## src/core/lpnp_pkg.sv

```systemverilog
// lpnp_pkg: offsets, field positions and reset values for the partner next page register
// assumes a 32-bit avalon-mm bus addressed in words
package lpnp_pkg;
    localparam logic [3:0] ADDR_W = 4'h4;
    // word addresses of the page register and the control and status word
    localparam logic [15:0] PNPA_IDX = 16'h0008;
    localparam logic [15:0] CTRL_IDX = 16'h0009;
    localparam int MORE_POS = 15;
    localparam int ACK_POS = 14;
    localparam int MSG_POS = 13;
    localparam int COMPLY_POS = 12;
    localparam int TOG_POS = 11;
    localparam int CODE_HI = 10;
    localparam logic [15:0] PNPA_RST = 16'h2001;
    localparam logic [10:0] CODE_NULL = 11'h001;
    localparam logic [31:0] UNMAPPED_RD = 32'h0000_0000;
endpackage

```

## src/core/lpnp_partner_np.sv

```systemverilog
// lpnp_partner_np: partner next page ability register with avalon-mm slave
// assumes the receive side of negotiation presents a decoded page with a one-cycle strobe
//
// Overview of operation
// - bit 15 shows the partner's more-pages indication and resets to 0.
// - bit 14 shows whether the partner acknowledged our word and resets to 0.
// - the acknowledge bit is set only by the received pulse bursts, never by software.
// - bit 13 marks message page (1) or unformatted page (0) and resets to 1.
// - bit 12 shows whether the partner can comply with the message and resets to 0.
// - bit 11 holds the inverse of its own previous stored value, so it flips on each received page.
// - bits 10:0 carry the received code, a message code when bit 13 is set.
// - with bit 13 clear the code field is an unformatted page passed through unchanged.
// - after reset the code field reads the null page code 001.
//
// Added by the designer: the Avalon-MM slave port.
`timescale 1ns/10ps
module lpnp_partner_np (
    input wire logic core_clk_in,
    input wire logic rst_in,
    input wire logic [lpnp_pkg::ADDR_W-1:0] avs_address_in,
    input wire logic avs_read_in,
    input wire logic avs_write_in,
    input wire logic [31:0] avs_writedata_in,
    input wire logic [3:0] avs_byteenable_in,
    output logic [31:0] avs_readdata_out,
    output logic avs_waitrequest_out,
    input wire logic page_valid_in,
    input wire logic [15:0] page_word_in,
    output logic [15:0] partner_np_out,
    output logic page_seen_out
);
    typedef enum logic [1:0] {
        LPNP_IDLE = 2'b00,
        LPNP_ANSWER = 2'b01
    } lpnp_bus_e;

    logic [15:0] pnpa_q, pnpa_d;
    logic seen_q, seen_d;
    logic clr_seen_q, clr_seen_d;
    lpnp_bus_e state_q, state_d;
    logic [31:0] rdata_q, rdata_d;
    logic wait_q, wait_d;

    // word index straight from the word address
    function automatic logic [15:0] word_index(input logic [lpnp_pkg::ADDR_W-1:0] a);
        word_index = 16'(a);
    endfunction

    // page register decode
    function automatic logic hit_page(input logic [lpnp_pkg::ADDR_W-1:0] a);
        hit_page = (word_index(a) == lpnp_pkg::PNPA_IDX);
    endfunction

    // control and status decode
    function automatic logic hit_ctrl(input logic [lpnp_pkg::ADDR_W-1:0] a);
        hit_ctrl = (word_index(a) == lpnp_pkg::CTRL_IDX);
    endfunction

    // page register: fed only from the link side
    always_comb begin
        pnpa_d = pnpa_q;
        seen_d = seen_q;
        if (page_valid_in) begin
            pnpa_d[lpnp_pkg::MORE_POS] = page_word_in[lpnp_pkg::MORE_POS];
            pnpa_d[lpnp_pkg::ACK_POS] = page_word_in[lpnp_pkg::ACK_POS];
            pnpa_d[lpnp_pkg::MSG_POS] = page_word_in[lpnp_pkg::MSG_POS];
            pnpa_d[lpnp_pkg::COMPLY_POS] = page_word_in[lpnp_pkg::COMPLY_POS];
            // toggle stored as inverse of previous stored toggle
            pnpa_d[lpnp_pkg::TOG_POS] = ~pnpa_q[lpnp_pkg::TOG_POS];
            pnpa_d[lpnp_pkg::CODE_HI:0] = page_word_in[lpnp_pkg::CODE_HI:0];
        end
        // set wins over clear
        if (page_valid_in) begin
            seen_d = 1'b1;
        end else if (clr_seen_q) begin
            seen_d = 1'b0;
        end
    end

    always_ff @(posedge core_clk_in) begin
        if (rst_in) begin
            pnpa_q <= lpnp_pkg::PNPA_RST;
            seen_q <= 1'b0;
        end else begin
            pnpa_q <= pnpa_d;
            seen_q <= seen_d;
        end
    end

    // avalon slave: one wait cycle, then answer
    always_comb begin
        state_d = state_q;
        rdata_d = rdata_q;
        wait_d = 1'b1;
        clr_seen_d = 1'b0;
        unique case (state_q)
            LPNP_IDLE: begin
                if (avs_read_in || avs_write_in) begin
                    state_d = LPNP_ANSWER;
                    wait_d = 1'b0;
                    rdata_d = lpnp_pkg::UNMAPPED_RD;
                    if (avs_read_in) begin
                        if (hit_page(avs_address_in)) begin
                            rdata_d = {16'h0000, pnpa_q};
                        end else if (hit_ctrl(avs_address_in)) begin
                            rdata_d = {31'h0000_0000, seen_q};
                        end
                    end
                    // writing 1 to bit 0 of control clears the seen flag
                    if (avs_write_in && avs_byteenable_in[0]
                            && hit_ctrl(avs_address_in)) begin
                        clr_seen_d = avs_writedata_in[0];
                    end
                end
            end
            LPNP_ANSWER: begin
                state_d = LPNP_IDLE;
            end
            default: begin
                state_d = LPNP_IDLE;
            end
        endcase
    end

    always_ff @(posedge core_clk_in) begin
        if (rst_in) begin
            state_q <= LPNP_IDLE;
            rdata_q <= 32'h0000_0000;
            wait_q <= 1'b1;
            clr_seen_q <= 1'b0;
        end else begin
            state_q <= state_d;
            rdata_q <= rdata_d;
            wait_q <= wait_d;
            clr_seen_q <= clr_seen_d;
        end
    end

    assign avs_readdata_out = rdata_q;
    assign avs_waitrequest_out = wait_q;
    assign partner_np_out = pnpa_q;
    assign page_seen_out = seen_q;
endmodule

```

## config.mk

```make
export PLATFORM = sky130hd
export DESIGN_NAME = lpnp_partner_np
export DESIGN_NICKNAME = d
export VERILOG_FILES = /design/src/core/lpnp_pkg.sv /design/src/core/lpnp_partner_np.sv
export SDC_FILE = /design/constraint.sdc
export NUM_CORES = 1
export LEC_CHECK = 0
export BUFFER_PORTS_ARGS = -buffer_cell sky130_fd_sc_hd__buf_2
export CAP_MARGIN = 40
export CORE_MARGIN = 8
export CORE_UTILIZATION = 38
export CTS_CLUSTER_SIZE = 24
export DETAILED_ROUTE_END_ITERATION = 8
export PLACE_DENSITY = 0.8
export SYNTH_ARGS = -nofsm -noshare
export SYNTH_HDL_FRONTEND = slang
export SYNTH_SLANG_ARGS = --single-unit
export TNS_END_PERCENT = 100
```

## constraint.sdc

```tcl
create_clock -name core_clk_in -period 1.45 [get_ports core_clk_in]
set_input_delay 0.0725 -clock core_clk_in [delete_from_list [all_inputs] [get_ports core_clk_in]]
set_output_delay 0.0725 -clock core_clk_in [all_outputs]
set_load 0.02 [all_outputs]
```

# Yosys cells after proc, flatten, opt, wreduce, memory -nomap -nowiden
# Index checks and enable logic that the tools add are counted.
# totals
ff_bits	52
in_bits	61
# op_classes
eq_ne	2
muxes	6
bitwise	4
n_reduce_logical	8
# ops
operator	n
$mux W16	2
$eq A4 B4 Y1 const B	2
$mux W1	4
$not A1 Y1	4
$reduce_or A4 Y1	1
$logic_and A1 B1 Y1	2
$logic_not A2 Y1	1
$reduce_and A2 Y1	1
$reduce_bool A2 Y1	1
$reduce_or A2 Y1	1
$logic_or A1 B1 Y1	1

# Depth between registers and ports, before layout
# depth
ltp_word	4
depth_mapped	6
depth_no_buf	3

# Worst setup path after synthesis
# OpenSTA, ideal clock, no wires.
# synth_path
kind	register to register
from	register state_q[0]
to	register rdata_q[11] (netlist: avs_readdata_out[11])
setup_ps	59
t_arrival_ps	1155
setup_slack_ps	236
stages_incl_launch_ff	6
path_buffers	2
synth_period_minus_slack_ps	1214
path_cell_list	dfxtp_1 -> nor4_4 -> and4b_1 -> buf_6 -> buf_12 -> a22o_1
# synth_via
elab_chain_cells	2
# synth_rtl
item	line_no	rtl
from (decl)	lpnp_partner_np.sv:40	lpnp_bus_e state_q, state_d;
from (signal assigned)	lpnp_partner_np.sv:132	state_q <= state_d;
$logic_not A2 Y1	lpnp_partner_np.sv:96	unique case (state_q)
$reduce_and A2 Y1 (no source line)	--	
to (signal assigned)	lpnp_partner_np.sv:133	rdata_q <= rdata_d;
to (decl)	lpnp_partner_np.sv:41	logic [31:0] rdata_q, rdata_d;
# No other way between the ends.
# A chain may end at the register's enable or synchronous reset.

# Worst setup path in the final report
# layout_path
from	register state_q[0]
to	register rdata_q[7] (netlist: avs_readdata_out[7])
# Same word-level chain as after synthesis.

==> flow_summary.json <==
{
  "status": "completed",
  "period_minus_slack_ns": 1.265,
  "start_util_pct": 40.20,
  "route.vias.total": 1065,
  "hold_viol": 0,
  "p_per_area_mw_per_mm2": 1093,
  "final_area_mm2": 0.001846,
  "post_cts_resized": 0,
  "grt_max_degree": 20,
  "cts_buffers": 5,
  "final_antenna_net_count": 0,
  "hold_depth": 2,
  "yosys_warnings": 0,
  "wire_per_inst_um": 13.97,
  "avgSynthCellArea_um2": 11.17,
  "postLayoutCoreUtil_pct": 54.45,
  "vdd_ir_drop_max_mv": 0.6115,
  "drt-vias-per-instance": 4.365,
  "drt_iter0_markers": 48,
  "portBuffers": 59,
  "setup_viol_count_final": 0,
  "layout-drive-gt1-share_pct": 36.87,
  "arrival_ns": 1.55,
  "cp-start-kind": "register",
  "drv_slew": 0,
  "grt_pass1_wl_um": 5133,
  "htreeDepth": 2,
  "num_rows": 21,
  "diodes": 0,
  "holdBufCountCts": 15,
  "p_comb_share_pct": 13.8,
  "ys_seq_elements": 36,
  "maxClockFrequency_ghz": 0.7902,
  "maxSlewHeadroom_pct": 65.38,
  "place_hpwl_um": 2447,
  "clk-insertion-delay-late_ns": 0.33,
  "cts_tree": "built",
  "core_area_mm2": 0.003390,
  "fin_crit_sh_pct": 87.27,
  "tightest_slew_ns": 0.5192,
  "antenna_found_initial": 0,
  "pin_count": 111,
  "cap_violations": 0,
  "drc": 0,
  "worstSetupEndpointType": "register",
  "die_width_um": 75.88,
  "dpl_cell_area_mm2": 0.001615,
  "grt.overflow.total": 0,
  "nNetsFinal": 258,
  "ff2ff_path_depth": 4,
  "first_pass_iters": 4,
  "synth_area_mm2": 0.001363,
  "hold_class": "input pin to register",
  "internal-power_w": 0.001497,
  "cts_setup_buffers": 0,
  "die_h_um": 75.88,
  "clk_path_buf_depth": 2,
  "clock_skew_ns": 0.006418,
  "cts.clk_slew.worst_paths_ns": 0.11,
  "cts_sinks": 36,
  "routabilityCongestion": 0.6936,
  "synth_cell_types": 23,
  "required_ns": 1.73,
  "leakagePower_nw": 0.9376,
  "rsz0062_at_grt": "false",
  "wl_um": 3409,
  "power.switching_w": 0.0005203,
  "grt_pass1_vias": 1130,
  "crit_fanout": 9,
  "criticalPathCategory": "register to register",
  "switching_share_pct": 25.79,
  "clockRootBuffer": "clkbuf_4",
  "ys_seq_area_share_pct": 52.89,
  "design.die.area_mm2": 0.005758,
  "area_delta_synth_final_pct": 35.45,
  "grt_use_total_pct": 11.90,
  "clockPowerShare_pct": 34.1,
  "synthCells": 122,
  "tns_ns": 0,
  "p_seq_share_pct": 52.1
}
cells in the final DEF (no fill, tap or decap), types with 3 or more instances in the layout:
cell           instances
nor2_1                16
buf_4                  3
buf_2                 59
clkbuf_4               5
dlygate4sd3_1         15
dfxtp_1               36
conb_1                16
mux2i_1               14
a22o_1                15
synthesized netlist by cell type:
master	number	share of area [%]
o21ba_2	1	0.73
inv_1	2	0.55
and3_2	1	0.55
nor4_4	1	1.6
mux2i_1	14	10
dfxtp_1	36	53
nor2_1	16	4.4
nand3_1	1	0.37
nor2b_1	2	0.92
buf_6	1	0.83
a22o_1	15	9.6
nor3_1	1	0.37
a21oi_1	1	0.37
and4b_1	1	0.73
xnor2_1	1	0.64
a211o_1	2	1.3
buf_12	1	1.5
clkbuf_1	2	0.55
and4_1	1	0.64
conb_1	1	0.28
buf_4	16	8.8
buf_2	4	1.5
o2bb2ai_1	1	0.64
metrics by stage:
stage          hold WS [ns]  instances  worst slack, ns  total power (W)
3_5_place_dp         0.2800        221           0.1768         0.001320
4_1_cts            0.002942        244           0.1488         0.002048
2_1_floorplan        0.1904        137           0.2363         0.001265
6_report            0.02352        244           0.1846         0.002018
3_3_place_gp         0.2806        221           0.1831         0.001315
5_1_grt            0.001883        244           0.1122         0.002111
worst paths after layout:
kind | slack [ns] | endpoint | start
worst max-delay path | 0.18 | avs_readdata_out[7] | state_q[0]
worst min-delay path | 0.02 | clr_seen_q | avs_address_in[3]
worst max register to register | 0.18 | avs_readdata_out[7] | state_q[0]
worst min register to register | 0.48 | avs_readdata_out[2] | avs_readdata_out[2]
kinds of logic after synthesis:
group                     Yosys count  share of synthesized area (%)
xor gates and xnor gates            1                         0.6429
muxes                              14                          10.28
other                               1                         0.2752
AOI/OAI and AO/OA                  20                          12.67
buffers and inverters              26                          13.68
DFF                                36                          52.89
and+or+nand+nor                    24                          9.550
sequential cells by signal (all words and copies together) (netlist names):
register and flops:
avs_readdata_out 16, partner_np_out 16, avs_waitrequest_out 1, clr_seen_q 1
page_seen_out 1, state_q 1
power by group through the flow:
stage / logic [W] / registers, W / clock network (W)
finish: 0.000278 / 0.00105 / 0.000689
CTS: 0.000279 / 0.00105 / 0.000718
detailed placement: 0.000247 / 0.00107 / 0
floorplan: 0.000151 / 0.00111 / 0
global route: 0.000300 / 0.00106 / 0.000754
global placement: 0.000244 / 0.00107 / 0
per-layer routing:
metal	vias to the layer above	global-route usage, %	wire, µm
li1	537	-	-
met1	478	12.30	1344
met2	44	21.20	1733
met3	6	2.895	265
met4	0	7.036	65
met5	-	0	0
final cells by class:
cell class | count | area [µm²]
fill | 304 | 1544
sequential | 36 | 720.7
multi-input combinational | 75 | 511.7
timing repair buffer | 77 | 467.9
tap | 46 | 57.56
clock inverter | 3 | 42.54
clock buffer | 5 | 37.54
inverter | 2 | 7.507
worst max-delay path, stage by stage, from the launching register on:
cell and delay (ns):
dfxtp_1 0.36, nor4_4 0.31, and4b_1 0.25, buf_4 0.17
a22o_1 0.13
Note: power is estimated with default switching activity, not from simulation.
